File: src/core/mwsh_pkg.sv
// Constants and carrier types for the management watchdog and sensor health block.
// Assumes a single 100 MHz management clock and a synchronous active-low reset.
package mwsh_pkg;
	// Clock and timing
	localparam int unsigned CLK_MHZ = 100;
	localparam int unsigned CLK_PERIOD_NS = 10;
	localparam int unsigned WD_TIMEOUT_US = 1000000;
	localparam int unsigned WD_TIMEOUT_CYC = WD_TIMEOUT_US * CLK_MHZ;
	localparam int unsigned WD_STROBE_US = 500;
	localparam int unsigned WD_CNT_W = 27;
	localparam int unsigned RST_HOLD_CYC = 16;
	localparam int unsigned SCAN_TICK_NS = 1000;
	localparam int unsigned SCAN_DIV_CYC = SCAN_TICK_NS / CLK_PERIOD_NS;

	// Management bus identity
	localparam logic [7:0] TARGET_ADDR = 8'hA6;

	// Sensor population
	localparam int unsigned NUM_SENSORS = 29;
	localparam logic [28:0] PAYLOAD_ONLY_MASK = 29'h0E3FC000;
	localparam logic [28:0] HEALTH_LED_MASK = 29'h0E3FFF00;
	localparam logic [4:0] LINK_SENSOR_ID = 5'h04;
	localparam logic [4:0] LAST_SENSOR_ID = 5'h1C;

	// Inventory store
	localparam int unsigned FRU_BYTES = 4096;
	localparam int unsigned FRU_AW = 13;

	typedef enum logic [1:0] {
		WD_RUN = 2'b01,
		WD_HOLD = 2'b10
	} mwsh_wd_state_e;

	typedef struct packed {
		logic [7:0] owner;
		logic [4:0] sensor;
		logic asserted;
	} mwsh_event_s;
endpackage

File: src/core/mwsh_top.sv
// Watchdog supervisor, sensor scan with health indicator, event source and bus identity.
// Assumes all inputs are synchronous to ref_clk and the event sink obeys valid/ready.
`timescale 1ns/100ps
module mwsh_top #(
	parameter int unsigned WD_TIMEOUT_CYC = mwsh_pkg::WD_TIMEOUT_CYC
) (
	input wire logic ref_clk,
	input wire logic rst_b,
	input wire logic wd_strobe,
	output logic mgmt_rst_b,
	input wire logic payload_on,
	input wire logic [28:0] sensor_alarm,
	input wire logic link_fail,
	output logic health_amber,
	output logic ev_valid,
	input wire logic ev_ready,
	output mwsh_pkg::mwsh_event_s ev,
	input wire logic cmd_valid,
	input wire logic [7:0] cmd_addr,
	output logic addr_hit,
	input wire logic upd_commit,
	input wire logic upd_fail,
	output logic active_img,
	input wire logic [12:0] fru_addr,
	output logic fru_addr_ok
);

	////////////////////////////////////////////////////////////////////////////////
	// Watchdog supervisor

	mwsh_pkg::mwsh_wd_state_e wd_state;
	logic [26:0] wd_cnt;
	logic [4:0] hold_cnt;
	logic strobe_prev;
	logic strobe_edge;

	// Strobe edge; a stuck-high strobe line does not keep the controller alive
	always_ff @(posedge ref_clk) begin
		if (!rst_b) begin
			strobe_prev <= 1'b0;
		end else begin
			strobe_prev <= wd_strobe;
		end
	end
	assign strobe_edge = wd_strobe & ~strobe_prev;

	// Fixed timeout, no configuration path by design
	always_ff @(posedge ref_clk) begin
		if (!rst_b) begin
			wd_state <= mwsh_pkg::WD_RUN;
			wd_cnt <= 27'h0000000;
			hold_cnt <= 5'h00;
			mgmt_rst_b <= 1'b1;
		end else begin
			unique case (wd_state)
				mwsh_pkg::WD_RUN: begin
					if (strobe_edge) begin
						wd_cnt <= 27'h0000000;
					end else if (wd_cnt == 27'(WD_TIMEOUT_CYC - 1)) begin
						wd_state <= mwsh_pkg::WD_HOLD;
						mgmt_rst_b <= 1'b0;
						hold_cnt <= 5'h00;
					end else begin
						wd_cnt <= wd_cnt + 27'h0000001;
					end
				end
				mwsh_pkg::WD_HOLD: begin
					wd_cnt <= 27'h0000000;
					if (hold_cnt == 5'(mwsh_pkg::RST_HOLD_CYC - 1)) begin
						wd_state <= mwsh_pkg::WD_RUN;
						mgmt_rst_b <= 1'b1;
					end else begin
						hold_cnt <= hold_cnt + 5'h01;
					end
				end
				default: begin
					wd_state <= mwsh_pkg::WD_RUN;
				end
			endcase
		end
	end

	////////////////////////////////////////////////////////////////////////////////
	// Sensor scan

	logic [6:0] div_cnt;
	logic scan_tick;
	logic [4:0] scan_idx;
	logic [28:0] alarm_state;
	logic link_pend;
	logic scan_active;
	logic scan_change;
	logic link_send;
	logic scan_send;

	// Scan rate divider: one sensor per tick keeps the event rate bounded
	always_ff @(posedge ref_clk) begin
		if (!rst_b) begin
			div_cnt <= 7'h00;
			scan_tick <= 1'b0;
		end else if (div_cnt == 7'(mwsh_pkg::SCAN_DIV_CYC - 1)) begin
			div_cnt <= 7'h00;
			scan_tick <= 1'b1;
		end else begin
			div_cnt <= div_cnt + 7'h01;
			scan_tick <= 1'b0;
		end
	end

	// Payload sensors are skipped with payload power off
	assign scan_active = payload_on | ~mwsh_pkg::PAYLOAD_ONLY_MASK[scan_idx];
	assign scan_change = scan_active & (sensor_alarm[scan_idx] != alarm_state[scan_idx]);
	// Link recovery wins over a scan event; the scan simply waits a tick
	assign link_send = link_pend & ~link_fail & ~ev_valid;
	assign scan_send = scan_tick & scan_change & ~ev_valid & ~link_send;

	// Scan index advances only once a changed sensor has been reported
	always_ff @(posedge ref_clk) begin
		if (!rst_b) begin
			scan_idx <= 5'h00;
		end else if (scan_tick & (~scan_change | scan_send)) begin
			scan_idx <= (scan_idx == mwsh_pkg::LAST_SENSOR_ID) ? 5'h00 : scan_idx + 5'h01;
		end
	end

	// Latched alarm picture, updated as each change is reported
	always_ff @(posedge ref_clk) begin
		if (!rst_b) begin
			alarm_state <= 29'h00000000;
		end else if (scan_send) begin
			alarm_state[scan_idx] <= sensor_alarm[scan_idx];
		end
	end

	// Health indicator follows alarms of indicator-bearing sensors only
	always_ff @(posedge ref_clk) begin
		if (!rst_b) begin
			health_amber <= 1'b0;
		end else begin
			health_amber <= |(alarm_state & mwsh_pkg::HEALTH_LED_MASK);
		end
	end

	// Link failure is remembered and reported after recovery; a new failure sets over the send
	always_ff @(posedge ref_clk) begin
		if (!rst_b) begin
			link_pend <= 1'b0;
		end else if (link_fail) begin
			link_pend <= 1'b1;
		end else if (link_send) begin
			link_pend <= 1'b0;
		end
	end

	////////////////////////////////////////////////////////////////////////////////
	// Event source towards the front board

	// Event stands until taken by the front board side
	always_ff @(posedge ref_clk) begin
		if (!rst_b) begin
			ev_valid <= 1'b0;
			ev <= '0;
		end else if (link_send) begin
			ev_valid <= 1'b1;
			ev.owner <= mwsh_pkg::TARGET_ADDR;
			ev.sensor <= mwsh_pkg::LINK_SENSOR_ID;
			ev.asserted <= 1'b1;
		end else if (scan_send) begin
			ev_valid <= 1'b1;
			ev.owner <= mwsh_pkg::TARGET_ADDR;
			ev.sensor <= scan_idx;
			ev.asserted <= sensor_alarm[scan_idx];
		end else if (ev_ready) begin
			ev_valid <= 1'b0;
		end
	end

	////////////////////////////////////////////////////////////////////////////////
	// Bus identity, image selection and inventory range

	// Address compare against the fixed target, no strap or register changes it
	always_ff @(posedge ref_clk) begin
		if (!rst_b) begin
			addr_hit <= 1'b0;
		end else begin
			addr_hit <= cmd_valid & (cmd_addr == mwsh_pkg::TARGET_ADDR);
		end
	end

	logic can_revert;

	// Two images; a fail after a commit swaps back to the previous one
	always_ff @(posedge ref_clk) begin
		if (!rst_b) begin
			active_img <= 1'b0;
			can_revert <= 1'b0;
		end else if (upd_fail & can_revert) begin
			active_img <= ~active_img;
			can_revert <= 1'b0;
		end else if (upd_commit) begin
			active_img <= ~active_img;
			can_revert <= 1'b1;
		end
	end

	// Inventory window check
	always_ff @(posedge ref_clk) begin
		if (!rst_b) begin
			fru_addr_ok <= 1'b0;
		end else begin
			fru_addr_ok <= (fru_addr < 13'(mwsh_pkg::FRU_BYTES));
		end
	end

	////////////////////////////////////////////////////////////////////////////////
	// Assertions

	wd_expire_a: assert property (@(posedge ref_clk) disable iff (!rst_b)
		(wd_state == mwsh_pkg::WD_RUN && !strobe_edge && wd_cnt == 27'(WD_TIMEOUT_CYC - 1)) |=> !mgmt_rst_b)
		else $error("watchdog did not reset on expiry");
	strobe_clear_a: assert property (@(posedge ref_clk) disable iff (!rst_b)
		(wd_state == mwsh_pkg::WD_RUN && strobe_edge) |=> (wd_cnt == 27'h0000000 && mgmt_rst_b))
		else $error("strobe did not restart the count");
	reset_hold_a: assert property (@(posedge ref_clk) disable iff (!rst_b)
		$fell(mgmt_rst_b) |-> !mgmt_rst_b [*8])
		else $error("controller reset too short");
	restart_zero_a: assert property (@(posedge ref_clk) disable iff (!rst_b)
		$rose(mgmt_rst_b) |-> wd_cnt == 27'h0000000)
		else $error("count not zero on release");
	fixed_addr_a: assert property (@(posedge ref_clk) disable iff (!rst_b)
		cmd_valid |=> (addr_hit == ($past(cmd_addr) == 8'hA6)))
		else $error("address match wrong");
	event_owner_a: assert property (@(posedge ref_clk) disable iff (!rst_b)
		ev_valid |-> ev.owner == 8'hA6)
		else $error("event owner wrong");
	payload_gate_a: assert property (@(posedge ref_clk) disable iff (!rst_b)
		($rose(ev_valid) && ev.sensor != mwsh_pkg::LINK_SENSOR_ID && mwsh_pkg::PAYLOAD_ONLY_MASK[ev.sensor])
		|-> $past(payload_on))
		else $error("payload sensor scanned with power off");
	amber_follow_a: assert property (@(posedge ref_clk) disable iff (!rst_b)
		(|(alarm_state & mwsh_pkg::HEALTH_LED_MASK)) |=> health_amber)
		else $error("health indicator not amber");
	link_report_a: assert property (@(posedge ref_clk) disable iff (!rst_b)
		(link_pend && !link_fail && !ev_valid) |=> (ev_valid && ev.sensor == mwsh_pkg::LINK_SENSOR_ID))
		else $error("link recovery not reported");
	event_stand_a: assert property (@(posedge ref_clk) disable iff (!rst_b)
		(ev_valid && !ev_ready) |=> (ev_valid && $stable(ev)))
		else $error("event dropped before taken");
	image_revert_a: assert property (@(posedge ref_clk) disable iff (!rst_b)
		(upd_fail && can_revert) |=> (active_img != $past(active_img) && !can_revert))
		else $error("image not reverted");
	fru_range_a: assert property (@(posedge ref_clk) disable iff (!rst_b)
		(fru_addr == 13'h0FFF) |=> fru_addr_ok)
		else $error("inventory top byte refused");

	wd_fire_c: cover property (@(posedge ref_clk) disable iff (!rst_b) $fell(mgmt_rst_b));
	alarm_event_c: cover property (@(posedge ref_clk) disable iff (!rst_b) ev_valid && ev.asserted && ev_ready);
	link_event_c: cover property (@(posedge ref_clk) disable iff (!rst_b) link_send);
	revert_c: cover property (@(posedge ref_clk) disable iff (!rst_b) upd_fail && can_revert);

endmodule

File: config.mk
export PLATFORM = sky130hd
export DESIGN_NAME = mwsh_top
export DESIGN_NICKNAME = d
export VERILOG_FILES = /design/src/core/mwsh_pkg.sv /design/src/core/mwsh_top.sv
export SDC_FILE = /design/constraint.sdc
export NUM_CORES = 1
export LEC_CHECK = 0
export BUFFER_PORTS_ARGS = -buffer_cell sky130_fd_sc_hd__buf_4
export CAP_MARGIN = 25
export CORE_MARGIN = 2
export CORE_UTILIZATION = 55
export DETAILED_ROUTE_END_ITERATION = 8
export PLACE_DENSITY = 0.78
export SLEW_MARGIN = 20
export SYNTH_ARGS = -nofsm -noshare
export SYNTH_HDL_FRONTEND = slang
export SYNTH_SLANG_ARGS = --single-unit
File: constraint.sdc
create_clock -name ref_clk -period 6.85 [get_ports ref_clk]
set_input_delay 0 -clock ref_clk [delete_from_list [all_inputs] [get_ports ref_clk]]
set_output_delay 0 -clock ref_clk [all_outputs]
set_load 0.02 [all_outputs]
==> run metrics, run 1 <==
run status=complete, no violations; worst slew margin relative to its limit=28.17%; number of buffers added on ports=62; most instantiated cells after synthesis=sky130_fd_sc_hd__dfxtp_1, sky130_fd_sc_hd__nor2_1, sky130_fd_sc_hd__nand3_1, sky130_fd_sc_hd__mux2i_1, sky130_fd_sc_hd__nand2_1; Final Core Density=64.94%; number of flops mapped to enable cells by yosys=0; Wirelength per Cell=15.21 µm; synthesized cell area=4910 µm²; clock insertion delay at the later pin of the skew report=0.36 ns; number of pins exceeding their max-slew limit in the final report=0; arrival time of data at the critical path endpoint=4.13 ns; vias in the first global route=4140; largest area contributor in the netlist=sky130_fd_sc_hd__dfxtp_1; initial DRC count=333; Die W=98.48 µm; RSZ-0062 raised after global routing=false; library cell with the highest instance count after synthesis=sky130_fd_sc_hd__dfxtp_1; row cnt=34; gr ovfl total=0; overall power consumption=1.004 mW; pin count of the biggest net entering global routing=46; Clock H-tree levels=3; clock transition at the registers of the reported paths=0.09 ns; DRC violation count after routing=0; HPWL after detailed placement=7477 µm; CTS Root Cell=sky130_fd_sc_hd__clkbuf_8; distinct cell type count of the synthesized netlist=60; worst min-delay path class=primary input to flip-flop; Gate Count Post-Synth=574; GRT Overall Usage=23.62%; global-route wire length before repair=19160 µm; critical path start-end classification=flip-flop to flip-flop; Setup Fix Bufs, Post-CTS=0; Worst Path Required=7.07 ns; Async SR Flop Fraction=0%; synthesis-to-layout area growth=14.78%; fraction of the cycle the final worst path needs=57.05%; Pwr per Cell Area=178.2 nW/µm²; share of final-layout standard cells stronger than drive strength 1=15.45%; share of synthesized area occupied by flip-flops and latches=37.92%; count of nets left with antenna violations after detail routing=0; die extent in y=98.48 µm; count of max-cap constraint violations=0; crit path max fanout=34; CTS tree=built; total wirelength of the detailed-routed design=11200 µm; Area contributors post-synth=sky130_fd_sc_hd__dfxtp_1, sky130_fd_sc_hd__mux2i_1, sky130_fd_sc_hd__nor2_1; final-stage net count=690; type of destination of the critical path=flip-flop; Seq cells post-synth=93; initial standard-cell utilization of the core=56.57%; ports placed on the boundary=79; P_leak=2.343 nW; post-place instance area=5329 µm²; ratio of routed vias to standard cells=5.840; accumulated negative setup slack=0 ns; final std cell area, no fill=5635 µm²; Hold Violations, Final=0; post-synthesis area per instance=8.554 µm²; antenna violations before repair=0; Primary FF master, synth=sky130_fd_sc_hd__dfxtp_1; number of antenna cells inserted=0; via count=4298; DRT Pass-1 Iters=5; largest voltage drop on the vdd net=0.00009128 V; core area=8678 µm²; Sink Count=93; post-layout min period=3.908 ns; Fmax=255.9 MHz; fraction of post-synthesis cell area in the top cell type by area=37.92%; warning count from the yosys run=0; final weighted congestion in routability-driven placement=0.8421; Setup Viol. Count Final=0; maximum buffer depth of the clock tree=2; critical path startpoint category=flip-flop; Worst-Margin Slew=1.061 ns; Inserted Clock Buffers=9; full die area=9698 µm²; worst-case clock skew=0.009306 ns
-- cell families after synthesis --
family / share of synthesized area, %
xor gates and xnor gates: 4.460
DFF: 37.92
AOI/OAI and AO/OA: 10.65
buffers and inverters: 5.606
and+or+nand+nor: 26.30
other: 0.07638
adders and majority gates: 2.039
muxes: 12.95
-- flip-flops by register name, indices dropped and copies added, names as in the netlist, named ones only --
name / cells
wd_cnt: 27
can_revert: 1
addr_hit: 1
div_cnt: 7
hold_cnt: 5
health_amber: 1
ev: 7
scan_tick: 1
link_pend: 1
scan_idx: 5
active_img: 1
strobe_prev: 1
fru_addr_ok: 1
wd_state: 2
ev_valid: 1
mgmt_rst_b: 1
alarm_state: 29
-- final cells by class --
class | count | area (µm²)
Sequential cell | 93 | 1862
Timing Repair Buffer | 76 | 595.6
Clock inverter | 6 | 68.82
Inverter | 14 | 52.55
Fill cell | 750 | 3043
Clock buffer | 10 | 137.6
Tap cell | 108 | 135.1
Multi-Input combinational cell | 429 | 2784
-- placed cells by master (no fill, tap or decap), types with 9 or more instances in the layout --
cell type / instances
sky130_fd_sc_hd__nand2_1: 31
sky130_fd_sc_hd__nor3_1: 10
sky130_fd_sc_hd__nand3_1: 52
sky130_fd_sc_hd__buf_4: 66
sky130_fd_sc_hd__dfxtp_1: 93
sky130_fd_sc_hd__and3_1: 10
sky130_fd_sc_hd__xor2_1: 17
sky130_fd_sc_hd__dlygate4sd3_1: 10
sky130_fd_sc_hd__inv_1: 12
sky130_fd_sc_hd__mux2i_1: 47
sky130_fd_sc_hd__clkbuf_8: 10
sky130_fd_sc_hd__nor2_1: 91
sky130_fd_sc_hd__nand2b_1: 9
sky130_fd_sc_hd__a21oi_1: 27
sky130_fd_sc_hd__nand4_1: 10
-- final timing paths --
path | from | slack, ns | to | cells past startpoint
hold reg to reg | div_cnt[0]$_SDFF_PP0_ | 0.44 | div_cnt[0]$_SDFF_PP0_ | 1
setup / recovery | scan_idx[3]$_SDFFE_PN0N_ | 2.94 | alarm_state[21]$_SDFFE_PN0P_ | 11
setup reg to reg | scan_idx[3]$_SDFFE_PN0N_ | 2.94 | alarm_state[21]$_SDFFE_PN0P_ | 11
hold / removal | fru_addr[12] | 0.33 | fru_addr_ok$_SDFF_PN0_ | 3
-- per-layer routing --
layer,global-route usage (%),share of wire (%)
met1,31.14,45
met2,39.77,48
met3,3.262,5.6
met4,8.641,1.6
met5,0,0
-- what timing repair did --
item                                   4_1_cts  5_1_grt
endpoints found under the hold margin       12        0
hold buffers                                10        0
resized for setup                            0        0
-- worst max-delay path: stages, from the launching register on --
cell	delay, ns
sky130_fd_sc_hd__dfxtp_1	0.79
sky130_fd_sc_hd__or3b_4	0.48
sky130_fd_sc_hd__o22ai_1	0.17
sky130_fd_sc_hd__nor3_1	0.08
sky130_fd_sc_hd__o21ai_2	0.14
sky130_fd_sc_hd__buf_4	0.34
sky130_fd_sc_hd__or3b_4	0.45
sky130_fd_sc_hd__a211oi_4	0.55
sky130_fd_sc_hd__buf_4	0.38
sky130_fd_sc_hd__nand3_1	0.14
sky130_fd_sc_hd__mux2i_1	0.19
sky130_fd_sc_hd__nor2_1	0.06
-- metrics by stage --
step	setup slack [ns]	instances	hold WS, ns
after floorplan	4.090	577	0.07238
after global placement	3.091	710	0.1601
after detailed placement	3.013	710	0.1625
after CTS	2.952	736	0.3233
after global routing	2.621	736	0.3240
final	2.942	736	0.3289
-- report_power, final --
part | internal, mW | leakage, nW | total (mW) | switching (mW)
clock network | 0.181 | 0.103 | 0.381 | 0.199
logic | 0.0370 | 1.49 | 0.0726 | 0.0356
registers | 0.546 | 0.752 | 0.551 | 0.00465
total | 0.764 | 2.34 | 1.00 | 0.240
No activity file was read; power rests on OpenSTA's default activity.
==> run 2: changes to the inputs <==
clock period = 3.6 ns   (was 6.85 ns; I/O delays follow)
==> run metrics, run 2 (synthesis results as in run 1) <==
run status=complete, no violations; RSZ-0062 raised after global routing=false; register with the most flip-flops=alarm_state; post-place instance area=5406 µm² (+1.5%); pin count of the biggest net entering global routing=46 (unchanged); count of max-cap constraint violations=0 (unchanged); commonest non-fill, non-tap cells in the layout=sky130_fd_sc_hd__dfxtp_1, sky130_fd_sc_hd__nor2_1, sky130_fd_sc_hd__buf_4; cell count of the worst reg-to-reg path=11 (unchanged); worst slew margin relative to its limit=47.69% (+20 points); die extent in y=98.48 µm (unchanged); number of antenna cells inserted=0 (unchanged); final std cell area, no fill=5725 µm² (+1.6%); total wirelength of the detailed-routed design=11140 µm (-0.47%); Fmax=320.4 MHz (+25%); via count=4326 (+0.65%); fraction of the cycle the final worst path needs=86.69% (+30 points); gr ovfl total=0 (unchanged); Worst-Margin Slew=0.7835 ns (-0.2772 ns); HPWL after detailed placement=7720 µm (+3.3%); P_leak=2.387 nW (+1.9%); worst-case clock skew=0.01057 ns (+0.001268 ns); Pwr per Cell Area=336.9 nW/µm² (+89%); clock transition at the registers of the reported paths=0.09 ns (about the same); Setup Viol. Count Final=0 (unchanged); full die area=9698 µm² (unchanged); arrival time of data at the critical path endpoint=3.38 ns (-0.75 ns); worst min-delay path class=primary input to flip-flop; depth of the worst hold-timing path=3 (unchanged); synthesis-to-layout area growth=16.62%; clock insertion delay at the later pin of the skew report=0.35 ns (about the same); CTS Root Cell=sky130_fd_sc_hd__clkbuf_8; ratio of routed vias to standard cells=5.822 (-0.30%); Clock H-tree levels=3 (unchanged); global-route wire length before repair=19130 µm (-0.18%); Inserted Clock Buffers=9 (unchanged); number of pins exceeding their max-slew limit in the final report=0 (unchanged); most common library cell in the layout ignoring fill and taps=sky130_fd_sc_hd__dfxtp_1; crit path max fanout=12 (-65%); post-layout min period=3.121 ns (-0.7873 ns); post-route worst hold slack=0.3317 ns (+0.002819 ns); overall power consumption=1.929 mW (+92%); Worst Path Required=3.86 ns (-3.21 ns); initial standard-cell utilization of the core=56.57% (unchanged); maximum buffer depth of the clock tree=2 (unchanged); largest voltage drop on the vdd net=0.0002502 V (+170%); number of buffers added on ports=62 (unchanged); vias in the first global route=4126 (-0.34%); final-stage net count=697 (+1.0%); Wirelength per Cell=15.00 µm (-1.4%); ports placed on the boundary=79 (unchanged); share of final-layout standard cells stronger than drive strength 1=16.38% (+0.93 points); antenna violations before repair=0 (unchanged); DRC violation count after routing=0 (unchanged); Setup Fix Bufs, Post-CTS=0 (unchanged); CTS tree=built; GRT Overall Usage=23.44% (-0.18 points); top flop regs=alarm_state: 29 flops, wd_cnt: 27 flops; Hold Violations, Final=0 (unchanged); DRT Pass-1 Iters=5 (unchanged); critical path start-end classification=flip-flop to flip-flop; initial DRC count=410 (+23%); type of destination of the critical path=flip-flop; Sink Count=93 (unchanged); non-filler cells in the finished layout=743 (+0.95%); count of nets left with antenna violations after detail routing=0 (unchanged); number of flip-flops under the largest register name=29 (unchanged); Die W=98.48 µm (unchanged); row cnt=34 (unchanged); core area=8678 µm² (unchanged); critical path startpoint category=flip-flop; post-CTS resize count=0 (unchanged); final weighted congestion in routability-driven placement=0.8352 (-0.82%); cell count after placement=717 (+0.99%); accumulated negative setup slack=0 ns (unchanged)
## run 2: report_power, final
group          leakage, nW  switching [mW]  internal [mW]
registers            0.752         0.00962           1.04
logic                 1.53          0.0668         0.0709
clock network        0.105           0.362          0.381
## run 2: final timing paths
check                                               from                     end  slack (ns)
worst min-delay path                        fru_addr[12]  fru_addr_ok$_SDFF_PN0_        0.33
worst max-delay path            scan_idx[0]$_SDFFE_PN0N_               flip-flop        0.48
worst min register to register     div_cnt[0]$_SDFF_PP0_   div_cnt[0]$_SDFF_PP0_        0.47
worst max register to register  scan_idx[0]$_SDFFE_PN0N_               flip-flop        0.48
## run 2: critical path, cell delays in order, from the launching register on
cell	delay [ns]
sky130_fd_sc_hd__dfxtp_1	0.63
sky130_fd_sc_hd__buf_4	0.24
sky130_fd_sc_hd__mux4_1	0.55
sky130_fd_sc_hd__nand2_1	0.08
sky130_fd_sc_hd__and3_1	0.15
sky130_fd_sc_hd__o21ai_2	0.12
sky130_fd_sc_hd__nor3b_1	0.19
sky130_fd_sc_hd__o211ai_1	0.20
sky130_fd_sc_hd__buf_4	0.20
sky130_fd_sc_hd__a21oi_1	0.10
sky130_fd_sc_hd__or2_2	0.29
sky130_fd_sc_hd__o311ai_1	0.27
## run 2: what timing repair did
action                                 in CTS  in global routing
setup endpoints to repair                   0                  0
endpoints found under the hold margin       9                  0
hold buffers                               10                  0
## run 2: stage by stage
stage               util [%]  setup slack, ns
detailed placement     62.30           0.5135
finish                 65.97           0.4791
global placement       62.30           0.5478
CTS                    65.97           0.4947
global route           65.97           0.3061
floorplan                  -           0.8404
## run 2: cell type report
type,count,area (µm²)
Tap cell,108,135.1
Multi-Input combinational cell,429,2784
Sequential cell,93,1862
Fill cell,720,2953
Inverter,14,52.55
Clock inverter,4,53.80
Clock buffer,12,165.2
Timing Repair Buffer,83,673.1
## run 2: routing by layer
layer / wire length, µm / vias to the layer above / track usage, % / share of wire, %
li1: - / 2130 / - / -
met1: 4955 / 2048 / 31.13 / 44
met2: 5459 / 137 / 39.19 / 49
met3: 619 / 11 / 4.255 / 5.6
met4: 108 / 0 / 7.060 / 0.97
met5: 0 / - / 0 / 0
==> run 3: changes to the inputs <==
--- a/config.mk
+++ b/config.mk
@@ -13,3 +13,3 @@
 export PLACE_DENSITY = 0.78
-export SLEW_MARGIN = 20
+export SLEW_MARGIN = 10
 export SYNTH_ARGS = -nofsm -noshare
==> constraint.sdc (replaced) <==
create_clock -name ref_clk -period 3.6 [get_ports ref_clk]
set_input_delay 0.54 -clock ref_clk [delete_from_list [all_inputs] [get_ports ref_clk]]
set_output_delay 0.54 -clock ref_clk [all_outputs]
set_load 0.02 [all_outputs]
==> run metrics, run 3 (synthesis results as in run 1) <==
run status=complete, no violations; share of final-layout standard cells stronger than drive strength 1=16.59% (+0.21 points); worst slew margin relative to its limit=49.62% (+1.9 points); post-CTS resize count=0 (unchanged); number of buffers added on ports=62 (unchanged); Final Core Density=64.63% (-1.3 points); worst min-delay path class=primary input to flip-flop; total wirelength of the detailed-routed design=10860 µm (-2.6%); DRC violation count after routing=0 (unchanged); most common library cell in the layout ignoring fill and taps=sky130_fd_sc_hd__dfxtp_1; Worst setup endpoint=alarm_state[20]$_SDFFE_PN0P_; routing usage on met1=28.70% (-2.4 points); accumulated negative setup slack=0 ns (unchanged); HPWL after detailed placement=7759 µm (+0.51%); M3 GR Usage=4.468% (+0.21 points); fraction of the cycle the final worst path needs=89.67% (+3.0 points); core area=8678 µm² (unchanged); non-filler cells in the finished layout=735 (-1.1%); count of max-cap constraint violations=0 (unchanged); clock insertion delay at the later pin of the skew report=0.35 ns (about the same); fill cell total of the finished layout=755 (+4.9%); Buffers & Inverters on Critical Path=2 (unchanged); largest voltage drop on the vdd net=0.0002356 V (-5.8%); number of flip-flops under the largest register name=29 (unchanged); Wirelength per Cell=14.77 µm (-1.5%); r2r startpoint=scan_idx[1]$_SDFFE_PN0N_; P_leak=2.341 nW (-1.9%); critical path startpoint category=flip-flop; Pwr per Cell Area=334.6 nW/µm² (-0.67%); count of nets left with antenna violations after detail routing=0 (unchanged); die extent in y=98.48 µm (unchanged); ordered list of cells on the worst path=buf_4 -> mux2i_1 -> o22ai_1 -> a211oi_1 -> a21oi_1 -> or3b_4 -> a211oi_4 -> buf_4 -> nand3_1 -> mux2i_1 -> nor2_1; grt met2 use=38.36% (-0.84 points); Die W=98.48 µm (unchanged); pre-CTS setup slack=0.3849 ns (-0.1286 ns); Fmax=309.8 MHz (-3.3%); post-layout min period=3.228 ns (+0.1072 ns); Clock H-tree levels=3 (unchanged); gr ovfl total=0 (unchanged); maximum buffer depth of the clock tree=2 (unchanged); crit path max fanout=21 (+9); number of pins exceeding their max-slew limit in the final report=0 (unchanged); CTS tree=built; initial standard-cell utilization of the core=56.57% (unchanged); initial DRC count=306 (-25%); final weighted congestion in routability-driven placement=0.8550 (+2.4%); overall power consumption=1.877 mW (-2.7%); ratio of routed vias to standard cells=5.782 (-0.69%); kind of cell adding the most delay to the critical path=flip-flops; critical path startpoint=scan_idx[1]$_SDFFE_PN0N_; worst-path cell with the longest stage delay=sky130_fd_sc_hd__dfxtp_1; row cnt=34 (unchanged); Hold Violations, Final=0 (unchanged); Worst-Margin Slew=0.7546 ns (-0.02894 ns); ports placed on the boundary=79 (unchanged); vias in the first global route=3995 (-3.2%); number of hold-repair buffers added at the cts stage=0 (-10); arrival time of data at the critical path endpoint=3.43 ns (+0.05 ns); Inserted Clock Buffers=9 (unchanged); Sink Count=93 (unchanged); commonest non-fill, non-tap cells in the layout=sky130_fd_sc_hd__dfxtp_1, sky130_fd_sc_hd__nor2_1, sky130_fd_sc_hd__buf_4; via count=4250 (-1.8%); full die area=9698 µm² (unchanged); cell count after placement=719 (+0.28%); cell count of the worst reg-to-reg path=11 (unchanged); synthesis-to-layout area growth=14.25%; slack of the worst reg-to-reg path=0.37 ns (-0.11 ns); antenna violations before repair=0 (unchanged); final-stage net count=689 (-1.1%); RSZ-0062 raised after global routing=false; DRT Pass-1 Iters=5 (unchanged); critical path start-end classification=flip-flop to flip-flop; top flop regs=alarm_state: 29 flops, wd_cnt: 27 flops; Setup Fix Bufs, Post-CTS=0 (unchanged); worst-case clock skew=0.01194 ns (+0.001369 ns); global-route wire length before repair=18260 µm (-4.5%); type of destination of the critical path=flip-flop; most utilized layer in the global route result=met2; setup slack after layout=0.3718 ns (-0.1072 ns); critical hold path startpoint=fru_addr[12]; CTS Root Cell=sky130_fd_sc_hd__clkbuf_8; delay contributed by the slowest stage of the critical path=0.72 ns (+0.09 ns); Setup Viol. Count Final=0 (unchanged); pin count of the biggest net entering global routing=46 (unchanged); register with the most flip-flops=alarm_state; number of antenna cells inserted=0 (unchanged); Worst Path Required=3.80 ns (-0.06 ns); GRT Overall Usage=22.57% (-0.87 points); clock transition at the registers of the reported paths=0.09 ns (about the same); critical path depth=11 (unchanged); reg2reg end=alarm_state[20]$_SDFFE_PN0P_
[run 3: layout make-up]
class	count	area, µm²	share of cell area (%)
Tap cell	108	135.1	2.409
Clock buffer	12	145.1	2.588
Multi-Input combinational cell	429	2784	49.63
Clock inverter	4	55.05	0.9815
Inverter	14	52.55	0.9369
Sequential cell	93	1862	33.19
Timing Repair Buffer	75	575.6	10.26
[run 3: how the worst min path moves through the flow]
stage,depth (start not counted),slack [ns],to
floorplan,1,0.41,div_cnt[0]$_SDFF_PP0_
finish,2,0.33,fru_addr_ok$_SDFF_PN0_
global route,2,0.30,fru_addr_ok$_SDFF_PN0_
global placement,1,0.43,div_cnt[0]$_SDFF_PP0_
CTS,2,0.32,fru_addr_ok$_SDFF_PN0_
detailed placement,1,0.44,div_cnt[0]$_SDFF_PP0_
[run 3: worst reg2reg max path, stage by stage, from the launching register on]
cell                       delay [ns]
sky130_fd_sc_hd__dfxtp_1         0.72
sky130_fd_sc_hd__buf_4           0.29
sky130_fd_sc_hd__mux2i_1         0.26
sky130_fd_sc_hd__o22ai_1         0.12
sky130_fd_sc_hd__a211oi_1        0.23
sky130_fd_sc_hd__a21oi_1         0.15
sky130_fd_sc_hd__or3b_4          0.43
sky130_fd_sc_hd__a211oi_4        0.22
sky130_fd_sc_hd__buf_4           0.29
sky130_fd_sc_hd__nand3_1         0.13
sky130_fd_sc_hd__mux2i_1         0.19
sky130_fd_sc_hd__nor2_1          0.06
[run 3: per-layer routing]
layer / up-vias / part of all wire (%)
met3: 10 / 5.6
li1: 2116 / -
met4: 0 / 1.3
met1: 1997 / 45
met2: 127 / 48
met5: - / 0
[run 3: power breakdown]
part | internal (mW) | switching [mW] | total (mW)
clock | 0.345 | 0.356 | 0.701
sequential | 1.04 | 0.00865 | 1.05
combinational | 0.0641 | 0.0643 | 0.128
[run 3: metrics by stage]
stage               hold slack, ns  area [µm²]
finish                      0.3318        5609
global placement            0.4261        5409
floorplan                   0.4132        4921
detailed placement          0.4414        5409
CTS                         0.3225        5609
global route                0.3037        5609
